[config.mk]
export PLATFORM = sky130hd
export DESIGN_NAME = gpc_pin6_cfg
export DESIGN_NICKNAME = d
export VERILOG_FILES = /design/src/hw/gpc_pkg.sv /design/src/hw/gpc_pin6_cfg.sv
export VERILOG_INCLUDE_DIRS = /design/src /design/src/hw
export SDC_FILE = /design/constraint.sdc
export NUM_CORES = 1
export LEC_CHECK = 0
export ABC_AREA = 1
export BUFFER_PORTS_ARGS = -buffer_cell sky130_fd_sc_hd__buf_4
export CAP_MARGIN = 20
export CORE_MARGIN = 5
export CORE_UTILIZATION = 41
export DETAILED_ROUTE_END_ITERATION = 10
export PLACE_DENSITY = 0.62
export SYNTH_ARGS = -nofsm -noshare
export SYNTH_HDL_FRONTEND = slang
export SYNTH_SLANG_ARGS = --single-unit
[constraint.sdc]
create_clock -name clk_sys -period 5.6 [get_ports clk_sys]
set_input_delay 0.84 -clock clk_sys [delete_from_list [all_inputs] [get_ports clk_sys]]
set_output_delay 0.84 -clock clk_sys [all_outputs]
set_load 0.01 [all_outputs]
[src/hw/gpc_consts.svh]
// constants for the pin-6 boot configuration block
`ifndef GPC_CONSTS_SVH
`define GPC_CONSTS_SVH

`define GPC_CLK_HZ          25000000
`define GPC_CNT_W           20
`define GPC_IDX_W           15

// register indices, byte address is four times the index
`define GPC_IDX_CFG         15'h781f
`define GPC_IDX_CHECK       15'h7827
`define GPC_IDX_IRQ_STAT    15'h7830
`define GPC_IDX_IRQ_CLR     15'h7831
`define GPC_IDX_IRQ_EN      15'h7832
`define GPC_IDX_PIN_CTRL    15'h7833
`define GPC_IDX_PIN_STAT    15'h7834

// configuration word layout
`define GPC_B_DIR           15
`define GPC_F_PULL          14:13
`define GPC_B_MODE          12
`define GPC_B_DOM           11
`define GPC_B_POL           10
`define GPC_B_OD            9
`define GPC_B_ENA           8
`define GPC_F_FN            7:4
`define GPC_F_THR           3:1
`define GPC_CFG_RST         16'ha40a
`define GPC_CHECK_RST       16'h0000
`define GPC_CHECK_VALUE     16'ha596

`define GPC_PULL_NONE       2'h0
`define GPC_PULL_DOWN       2'h1
`define GPC_PULL_UP         2'h2

// input function codes
`define GPC_IN_GPIO_LONG    4'h0
`define GPC_IN_GPIO         4'h1
`define GPC_IN_ONOFF        4'h2
`define GPC_IN_SLPWK        4'h3
`define GPC_IN_SLPWK_LONG   4'h4
`define GPC_IN_SLEEP        4'h5
`define GPC_IN_PWRON        4'h6
`define GPC_IN_WDOG         4'h7
`define GPC_IN_VS1          4'h8
`define GPC_IN_VS2          4'h9
`define GPC_IN_HWEN1        4'ha
`define GPC_IN_HWEN2        4'hb
`define GPC_IN_HWC1         4'hc
`define GPC_IN_HWC2         4'hd
`define GPC_IN_HWC1_LONG    4'he
`define GPC_IN_HWC2_LONG    4'hf

// output function codes, 5 to 7 reserved
`define GPC_OUT_GPIO        4'h0
`define GPC_OUT_CLK32K      4'h1
`define GPC_OUT_ON          4'h2
`define GPC_OUT_SLEEP       4'h3
`define GPC_OUT_CHANGE      4'h4
`define GPC_OUT_VOLTAGE_SCALE_INPUT1_DONE   4'h8
`define GPC_OUT_VOLTAGE_SCALE_INPUT2_DONE   4'h9
`define GPC_OUT_EXT_EN1     4'ha
`define GPC_OUT_EXT_EN2     4'hb
`define GPC_OUT_SUP_GOOD    4'hc
`define GPC_OUT_CONV_OK     4'hd
`define GPC_OUT_EXTCLK      4'he
`define GPC_OUT_AUXRST      4'hf

// timing
`define GPC_DEB_NORMAL_US   2000
`define GPC_DEB_LONG_US     20000
`define GPC_DEB_NORMAL_CYC  (`GPC_DEB_NORMAL_US * (`GPC_CLK_HZ / 1000000))
`define GPC_DEB_LONG_CYC    (`GPC_DEB_LONG_US * (`GPC_CLK_HZ / 1000000))
`define GPC_OSC_HZ          32768
`define GPC_EXTCLK_HZ       2000000
`define GPC_HALF_OSC_CYC    (`GPC_CLK_HZ / (2 * `GPC_OSC_HZ))
`define GPC_HALF_EXT_CYC    (`GPC_CLK_HZ / (2 * `GPC_EXTCLK_HZ))

// supply-good threshold in millivolts
`define GPC_THR_BASE_MV     12'h0af0
`define GPC_THR_STEP_MV     12'h0064

// interrupt status layout
`define GPC_IRQ_W           3
`define GPC_IRQ_EDGE        0
`define GPC_IRQ_CHK_FAIL    1
`define GPC_IRQ_CHK_PASS    2

`endif

[src/hw/gpc_pkg.sv]
// types of the pin-6 boot configuration block
`include "gpc_consts.svh"
package gpc_pkg;

  typedef enum logic {
    GPC_BUS_IDLE,
    GPC_BUS_ACK
  } gpc_bus_e;

  typedef struct packed {
    gpc_bus_e                  bus;
    logic [15:0]               cfg;
    logic [15:0]               check;
    logic [`GPC_IRQ_W-1:0]     irq_stat;
    logic [`GPC_IRQ_W-1:0]     irq_en;
    logic                      out_val;
    logic [31:0]               rdata;
    logic                      sync1;
    logic                      sync2;
    logic                      sync3;
    logic                      deb;
    logic [`GPC_CNT_W-1:0]     deb_cnt;
    logic                      asserted_q;
    logic [15:0]               in_hit;
    logic [`GPC_CNT_W-1:0]     osc_cnt;
    logic                      osc;
    logic [`GPC_CNT_W-1:0]     ext_cnt;
    logic                      ext;
    logic                      pad_out;
    logic                      pad_oe_n;
    logic                      on_grant;
    logic                      on_reject;
  } gpc_state_s;

endpackage

[src/hw/gpc_pin6_cfg.sv]
// pin-6 boot configuration, function mux, debounce and check word
//
// Notes on behaviour
// - drive enable low tri-states; direction bit15 input
// - pull code 00 none, 01 down, 10 up
// - edge mode bit12: single edge or both
// - bit11 selects digital I/O or main supply
// - polarity bit10: 0 active low, 1 high
// - bit9: 0 push-pull, 1 open-drain output
// - input code 0 long debounce, 1 normal
// - input codes 2-6 power and sleep requests
// - input codes 7-15 watchdog, scaling, hardware controls
// - output codes 0-4 gpio, 32.768kHz, states
// - output codes 8-13 done, enables, supply good
// - output 14 is 2MHz clock, 15 reset
// - threshold field selects 2.8V to 3.5V
// - dev mode ON request needs check word A596h
`timescale 1ns/1ps
`include "gpc_consts.svh"

module gpc_pin6_cfg #(
  parameter logic [`GPC_CNT_W-1:0] DEB_NORMAL_CYC = `GPC_CNT_W'(`GPC_DEB_NORMAL_CYC),
  parameter logic [`GPC_CNT_W-1:0] DEB_LONG_CYC   = `GPC_CNT_W'(`GPC_DEB_LONG_CYC),
  parameter int                    ADDR_W         = 17
) (
  input  wire logic              clk_sys,
  input  wire logic              rst_n,
  input  wire logic [ADDR_W-1:0] avs_address,
  input  wire logic              avs_read,
  input  wire logic              avs_write,
  input  wire logic [31:0]       avs_writedata,
  input  wire logic [3:0]        avs_byteenable,
  output logic      [31:0]       avs_readdata,
  output logic                   avs_waitrequest,
  output logic                   irq,
  input  wire logic              pad_in,
  output logic                   pad_out,
  output logic                   pad_oe_n,
  output logic                   pull_up_en,
  output logic                   pull_down_en,
  output logic                   io_supply_sel,
  output logic      [2:0]        supply_good_threshold,
  output logic      [11:0]       threshold_mv,
  input  wire logic              dev_mode,
  input  wire logic              on_request,
  output logic                   on_grant,
  output logic                   on_reject,
  input  wire logic              on_state,
  input  wire logic              sleep_state,
  input  wire logic              state_change,
  input  wire logic              voltage_scale_input1_done,
  input  wire logic              voltage_scale_input2_done,
  input  wire logic              ext_pwr_en1,
  input  wire logic              ext_pwr_en2,
  input  wire logic              supply_good,
  input  wire logic              converter_power_ok,
  input  wire logic              aux_reset,
  output logic                   gpio_in_level,
  output logic                   pwr_onoff_req,
  output logic                   sleep_wake_req,
  output logic                   sleep_req,
  output logic                   power_on_req,
  output logic                   wdog_reset_req,
  output logic                   voltage_scale_input1,
  output logic                   voltage_scale_input2,
  output logic                   hw_enable1,
  output logic                   hw_enable2,
  output logic                   hw_control1,
  output logic                   hw_control2
);

  localparam logic [`GPC_CNT_W-1:0] HALF_OSC = `GPC_CNT_W'(`GPC_HALF_OSC_CYC);
  localparam logic [`GPC_CNT_W-1:0] HALF_EXT = `GPC_CNT_W'(`GPC_HALF_EXT_CYC);

  localparam gpc_pkg::gpc_state_s ST_RST = '{
    bus:        gpc_pkg::GPC_BUS_IDLE,
    cfg:        `GPC_CFG_RST,
    check:      `GPC_CHECK_RST,
    pad_oe_n:   1'b1,
    default:    '0
  };

  gpc_pkg::gpc_state_s st;
  gpc_pkg::gpc_state_s next_st;

  // register hit at a word-aligned byte address
  function automatic logic reg_hit(input logic [ADDR_W-1:0] addr,
                                   input logic [`GPC_IDX_W-1:0] idx);
    reg_hit = (addr == ADDR_W'({idx, 2'b00}));
  endfunction

  // byte-lane write into a 16-bit register held in the low lanes
  function automatic logic [15:0] wr16(input logic [15:0] old,
                                       input logic [31:0] wd,
                                       input logic [3:0]  be);
    wr16 = {be[1] ? wd[15:8] : old[15:8], be[0] ? wd[7:0] : old[7:0]};
  endfunction

  // input codes that use the long debounce time
  function automatic logic is_long(input logic [3:0] fn);
    is_long = (fn == `GPC_IN_GPIO_LONG) || (fn == `GPC_IN_SLPWK_LONG) ||
              (fn == `GPC_IN_HWC1_LONG) || (fn == `GPC_IN_HWC2_LONG);
  endfunction

  function automatic logic [11:0] thr_mv(input logic [2:0] code);
    thr_mv = 12'(`GPC_THR_BASE_MV + `GPC_THR_STEP_MV * {9'h000, code});
  endfunction

  logic                  req;
  logic                  dir_in;
  logic                  enabled;
  logic                  asserted;
  logic                  out_src;
  logic                  out_lvl;
  logic                  chk_pass;
  logic [`GPC_IRQ_W-1:0] events;
  logic [`GPC_IRQ_W-1:0] irq_clr;
  logic [`GPC_CNT_W-1:0] deb_limit;
  logic [31:0]           rd_mux;

  assign req = avs_read | avs_write;

  always_comb begin
    next_st = st;

    dir_in  = st.cfg[`GPC_B_DIR];
    enabled = st.cfg[`GPC_B_ENA];

    // pad input: three stages, a change counts once stages two and three agree
    next_st.sync1 = pad_in;
    next_st.sync2 = st.sync1;
    next_st.sync3 = st.sync2;

    deb_limit = is_long(st.cfg[`GPC_F_FN]) ? DEB_LONG_CYC : DEB_NORMAL_CYC;
    if ((st.sync2 == st.sync3) && (st.sync3 != st.deb)) begin
      if (st.deb_cnt + `GPC_CNT_W'(1) >= deb_limit) begin
        next_st.deb     = st.sync3;
        next_st.deb_cnt = '0;
      end else begin
        next_st.deb_cnt = st.deb_cnt + `GPC_CNT_W'(1);
      end
    end else begin
      next_st.deb_cnt = '0;
    end

    asserted = st.cfg[`GPC_B_POL] ? st.deb : ~st.deb;
    next_st.asserted_q = asserted;

    // input function list only while the pin is an enabled input
    next_st.in_hit = '0;
    if (enabled && dir_in && asserted) begin
      next_st.in_hit[st.cfg[`GPC_F_FN]] = 1'b1;
    end

    events = '0;
    // single mode fires on the asserting edge, whose sense follows polarity
    if (enabled && dir_in) begin
      if (st.cfg[`GPC_B_MODE]) begin
        events[`GPC_IRQ_EDGE] = asserted != st.asserted_q;
      end else begin
        events[`GPC_IRQ_EDGE] = asserted && !st.asserted_q;
      end
    end

    // free-running dividers; the pin picks them up mid-phase on a function change
    if (st.osc_cnt >= HALF_OSC - `GPC_CNT_W'(1)) begin
      next_st.osc_cnt = '0;
      next_st.osc     = ~st.osc;
    end else begin
      next_st.osc_cnt = st.osc_cnt + `GPC_CNT_W'(1);
    end
    if (st.ext_cnt >= HALF_EXT - `GPC_CNT_W'(1)) begin
      next_st.ext_cnt = '0;
      next_st.ext     = ~st.ext;
    end else begin
      next_st.ext_cnt = st.ext_cnt + `GPC_CNT_W'(1);
    end

    case (st.cfg[`GPC_F_FN])
      `GPC_OUT_GPIO:      out_src = st.out_val;
      `GPC_OUT_CLK32K:    out_src = st.osc;
      `GPC_OUT_ON:        out_src = on_state;
      `GPC_OUT_SLEEP:     out_src = sleep_state;
      `GPC_OUT_CHANGE:    out_src = state_change;
      `GPC_OUT_VOLTAGE_SCALE_INPUT1_DONE: out_src = voltage_scale_input1_done;
      `GPC_OUT_VOLTAGE_SCALE_INPUT2_DONE: out_src = voltage_scale_input2_done;
      `GPC_OUT_EXT_EN1:   out_src = ext_pwr_en1;
      `GPC_OUT_EXT_EN2:   out_src = ext_pwr_en2;
      `GPC_OUT_SUP_GOOD:  out_src = supply_good;
      `GPC_OUT_CONV_OK:   out_src = converter_power_ok;
      `GPC_OUT_EXTCLK:    out_src = st.ext;
      `GPC_OUT_AUXRST:    out_src = aux_reset;
      default:            out_src = 1'b0;
    endcase
    out_lvl = st.cfg[`GPC_B_POL] ? out_src : ~out_src;

    if (!enabled || dir_in) begin
      next_st.pad_oe_n = 1'b1;
      next_st.pad_out  = 1'b0;
    end else if (st.cfg[`GPC_B_OD]) begin
      // open drain only ever pulls low; a high level is left to the pull-up
      next_st.pad_oe_n = out_lvl;
      next_st.pad_out  = 1'b0;
    end else begin
      next_st.pad_oe_n = 1'b0;
      next_st.pad_out  = out_lvl;
    end

    // outside development mode the check word is not consulted
    chk_pass          = (st.check == `GPC_CHECK_VALUE);
    next_st.on_grant  = on_request && (!dev_mode || chk_pass);
    next_st.on_reject = on_request && dev_mode && !chk_pass;
    events[`GPC_IRQ_CHK_FAIL] = on_request && dev_mode && !chk_pass;
    events[`GPC_IRQ_CHK_PASS] = on_request && dev_mode && chk_pass;

    rd_mux = '0;
    if (reg_hit(avs_address, `GPC_IDX_CFG)) begin
      rd_mux[15:0] = st.cfg;
    end else if (reg_hit(avs_address, `GPC_IDX_CHECK)) begin
      rd_mux[15:0] = st.check;
    end else if (reg_hit(avs_address, `GPC_IDX_IRQ_STAT)) begin
      rd_mux[`GPC_IRQ_W-1:0] = st.irq_stat;
    end else if (reg_hit(avs_address, `GPC_IDX_IRQ_EN)) begin
      rd_mux[`GPC_IRQ_W-1:0] = st.irq_en;
    end else if (reg_hit(avs_address, `GPC_IDX_PIN_CTRL)) begin
      rd_mux[0] = st.out_val;
    end else if (reg_hit(avs_address, `GPC_IDX_PIN_STAT)) begin
      rd_mux[2:0] = {pad_oe_n, asserted, st.deb};
    end

    irq_clr = '0;
    case (st.bus)
      gpc_pkg::GPC_BUS_IDLE: begin
        if (req) begin
          next_st.bus   = gpc_pkg::GPC_BUS_ACK;
          next_st.rdata = avs_read ? rd_mux : 32'h0000_0000;
        end
      end
      gpc_pkg::GPC_BUS_ACK: begin
        next_st.bus = gpc_pkg::GPC_BUS_IDLE;
        if (avs_write) begin
          if (reg_hit(avs_address, `GPC_IDX_CFG)) begin
            next_st.cfg = wr16(st.cfg, avs_writedata, avs_byteenable);
          end
          if (reg_hit(avs_address, `GPC_IDX_CHECK)) begin
            next_st.check = wr16(st.check, avs_writedata, avs_byteenable);
          end
          if (reg_hit(avs_address, `GPC_IDX_IRQ_EN) && avs_byteenable[0]) begin
            next_st.irq_en = avs_writedata[`GPC_IRQ_W-1:0];
          end
          if (reg_hit(avs_address, `GPC_IDX_IRQ_CLR) && avs_byteenable[0]) begin
            irq_clr = avs_writedata[`GPC_IRQ_W-1:0];
          end
          if (reg_hit(avs_address, `GPC_IDX_PIN_CTRL) && avs_byteenable[0]) begin
            next_st.out_val = avs_writedata[0];
          end
        end
      end
      default: next_st.bus = gpc_pkg::GPC_BUS_IDLE;
    endcase

    // a new event outranks a clear written in the same cycle
    next_st.irq_stat = (st.irq_stat & ~irq_clr) | events;
  end

  always_ff @(posedge clk_sys or negedge rst_n) begin
    if (!rst_n) begin
      st <= ST_RST;
    end else begin
      st <= next_st;
    end
  end

  assign avs_waitrequest       = req && (st.bus == gpc_pkg::GPC_BUS_IDLE);
  assign avs_readdata          = st.rdata;
  assign irq                   = |(st.irq_stat & st.irq_en);
  assign pad_out               = st.pad_out;
  assign pad_oe_n              = st.pad_oe_n;
  assign pull_up_en            = st.cfg[`GPC_F_PULL] == `GPC_PULL_UP;
  assign pull_down_en          = st.cfg[`GPC_F_PULL] == `GPC_PULL_DOWN;
  assign io_supply_sel         = st.cfg[`GPC_B_DOM];
  assign supply_good_threshold = st.cfg[`GPC_F_THR];
  assign threshold_mv          = thr_mv(st.cfg[`GPC_F_THR]);
  assign on_grant              = st.on_grant;
  assign on_reject             = st.on_reject;
  assign gpio_in_level         = st.in_hit[`GPC_IN_GPIO_LONG] | st.in_hit[`GPC_IN_GPIO];
  assign pwr_onoff_req         = st.in_hit[`GPC_IN_ONOFF];
  assign sleep_wake_req        = st.in_hit[`GPC_IN_SLPWK] | st.in_hit[`GPC_IN_SLPWK_LONG];
  assign sleep_req             = st.in_hit[`GPC_IN_SLEEP];
  assign power_on_req          = st.in_hit[`GPC_IN_PWRON];
  assign wdog_reset_req        = st.in_hit[`GPC_IN_WDOG];
  assign voltage_scale_input1  = st.in_hit[`GPC_IN_VS1];
  assign voltage_scale_input2  = st.in_hit[`GPC_IN_VS2];
  assign hw_enable1            = st.in_hit[`GPC_IN_HWEN1];
  assign hw_enable2            = st.in_hit[`GPC_IN_HWEN2];
  assign hw_control1           = st.in_hit[`GPC_IN_HWC1] | st.in_hit[`GPC_IN_HWC1_LONG];
  assign hw_control2           = st.in_hit[`GPC_IN_HWC2] | st.in_hit[`GPC_IN_HWC2_LONG];

endmodule // gpc_pin6_cfg

==> flow_summary.toml <==
[critical_path]
path_cells = "inv_1, ha_1, inv_1, ha_1, ha_1, o21ai_0, xnor2_1, buf_4"
startpoint_type = "flip-flop"
endpoint_kind = "output port"
path_common_cell = "ha_1"
cp_data_arrival_time_ns = 2.36
cp.depth = 8
rr_worst_depth = 18
cp_max_fo = 7
worst-path-buf-inv = 3
slowest_stage = "dfrtp_1"
crit_required_ns = 4.76
path_class = "flip-flop to output port"
critPathMaxStageDelay_ns = 0.54
crit_family = "adder cells"

[synthesis]
yosysUniqueCellTypes = 50
syn_area_um2 = 7138
seq_area_frac_synth_pct = 50.24
ys_ff_latch = 143
synth_edf_count = 0
avgSynthCellArea_um2 = 8.834
yosys_warnings = 0
synth-main-ff-cell = "dfrtp_1"
async_reset_ff_share_pct = 100.0
syn_inst = 808

[layout]
multi_input_area_um2 = 2888
n_fill_cell = 1676
antenna_cells = 0
regArea_um2 = 3586
areaGrowthSynthToFinish_pct = 20.98
drive_gt1_share_pct = 19.66
design_area_um2 = 8636
nets = 1014
final_cell_mix = "nand2_1 (138), dfrtp_1 (137), inv_1 (122), buf_4 (100), nor2_1 (79)"
final_common_cell = "nand2_1"

[route]
viasPerCell = 4.599
avgRoutedWirePerCell_um = 13.42
num_vias = 5340
dr.pass1.iters = 5
wirelength_um = 15580
ant_nets = 0
drt_iter0_drc = 360
post-route-drc-count = 0

[sta]
finClkSkew_ns = 0.01049
grt_setup_unrepaired = "false"
worstMarginPinSlew_ns = 0.8942
hold_viol_final = 0
finalMaxSlewViolations = 0
min_period_ns = 3.201
fmax_mhz = 312.4
period_share_pct = 57.17
fin_tns_setup_ns = 0
slew_headroom_pct = 40.38
setup_viol = 0

[global_routing]
grtUsageTotal_pct = 15.94
grt_max_degree = 102
grt_overflow = 0
grt_pass1_vias = 5115
grt_pass1_wl_um = 25520
grt_antenna_before_repair = 0

[clock_tree]
cts_max_level = 4
cts_tree = "built"
post_cts_buffers = 0
path_clk_slew_ns = 0.06
cts_root_buf = "clkbuf_16"
cts_made_buffers = 17
ctsResizeCount = 0
clkLatencyLatePin_ns = 0.42
hold_buffers = 0
cts_buffer_depth = 2
clock_sinks = 143

[die]
die_x_um = 141.9
start_util_pct = 41.56
rows = 48
design.die.area_um2 = 20150
ioPinCount = 138
core-area_um2 = 17180
die_h_um = 141.9

[power]
p_leak_nw = 4.256
ir_worst_vdd_uv = 217.7
powerDensity_nw_per_um2 = 277.3

[outcome]
status = "completed"

[place]
gp_congestion = 0.8156
port_buffers = 100
hpwl_um = 11880
place_area_um2 = 7995

[hold_path]
worstHoldPathType = "flip-flop to flip-flop"
hold_depth = 0

[job]
max-cap-violations = 0
## flip-flops by register name, indices dropped and copies added, names as in the netlist, 2 cells and up
| signal | cells |
|---|---|
| st | 107 |
| supply_good_threshold | 3 |
| next_st | 2 |
| avs_readdata | 16 |
## routing by layer
metal | wire (um) | up-vias | global-route usage [%]
met5 | 0 | - | 0
met4 | 200 | 0 | 5.000
met3 | 653 | 16 | 3.495
met2 | 7064 | 114 | 24.64
met1 | 7661 | 2444 | 22.54
li1 | - | 2766 | -
## worst paths after layout
kind / from / endpoint / slack [ns]
min in group asynchronous: rst_n / st[22] / 0.52
max in group asynchronous: rst_n / pad_oe_n / 3.98
worst max-delay path: supply_good_threshold[1] / threshold_mv[9] / 2.40
worst max register to register: st[63] / st[69] / 2.68
worst min register to register: next_st[85] / next_st[84] / 0.36
worst min-delay path: next_st[85] / next_st[84] / 0.36
## cells in the mapped netlist (6+ instances only)
master | n | area (um2)
o21ai_0 | 55 | 275.3
buf_4 | 40 | 300.3
dfrtp_1 | 137 | 3428
nand3_1 | 43 | 215.2
nand2_2 | 9 | 56.30
nor2_1 | 79 | 296.5
or2_2 | 6 | 37.54
nand4_1 | 12 | 75.07
nor3_1 | 12 | 60.06
nor4_1 | 12 | 75.07
clkbuf_1 | 8 | 30.03
o22ai_1 | 10 | 62.56
ha_1 | 21 | 262.8
nand2_1 | 138 | 518.0
dfstp_2 | 6 | 157.7
xnor2_1 | 8 | 70.07
a22o_1 | 10 | 87.58
nor2_4 | 14 | 157.7
inv_1 | 122 | 457.9
a21oi_1 | 10 | 50.05
xor2_1 | 8 | 70.07
## final cells by class
class,instances,area share [%]
Timing Repair Buffer,101,8.824
Tap cell,225,3.260
Inverter,127,5.535
Multi-Input combinational cell,533,33.44
Clock buffer,17,4.926
Sequential cell,143,41.52
Clock inverter,15,2.492
## report_power, final
group	internal, mW	total (mW)	switching [mW]
logic	0.0395	0.117	0.0775
registers	1.05	1.06	0.0113
clock network	0.727	1.21	0.488
## kinds of logic after synthesis
group           Yosys count  share of synthesized area (%)
compound gates          106                          9.273
xor+xnor                 16                          1.963
fa+ha+maj                21                          3.681
buf+inv                 177                          11.67
flops                   143                          50.24
mux                       2                         0.2805
other cells               2                         0.1052
simple gates            341                          22.79
## through the flow
step,instances,hold WS (ns),worst slack (ns),utilization [%],power [mW]
5_1_grt,1161,0.3716,2.220,50.28,2.489
6_report,1161,0.3618,2.399,50.28,2.395
4_1_cts,1161,0.3650,2.367,50.28,2.422
3_3_place_gp,1129,0.3469,2.546,46.55,1.201
3_5_place_dp,1129,0.3427,2.576,46.55,1.202
2_1_floorplan,853,0.3312,3.057,-,1.146
## worst register-to-register path, delay by kind of cell, from the launching register on
family / cells / cell delay, ns
adder cells (fa/ha/maj): 2 / 0.44
buffers and inverters: 3 / 0.24
AO/OA/AOI/OAI: 1 / 0.15
XOR/XNOR: 1 / 0.21
AND/OR/NAND/NOR: 11 / 1.40
flip-flops: 1 / 0.42
Note: power is estimated with default switching activity, not from simulation.
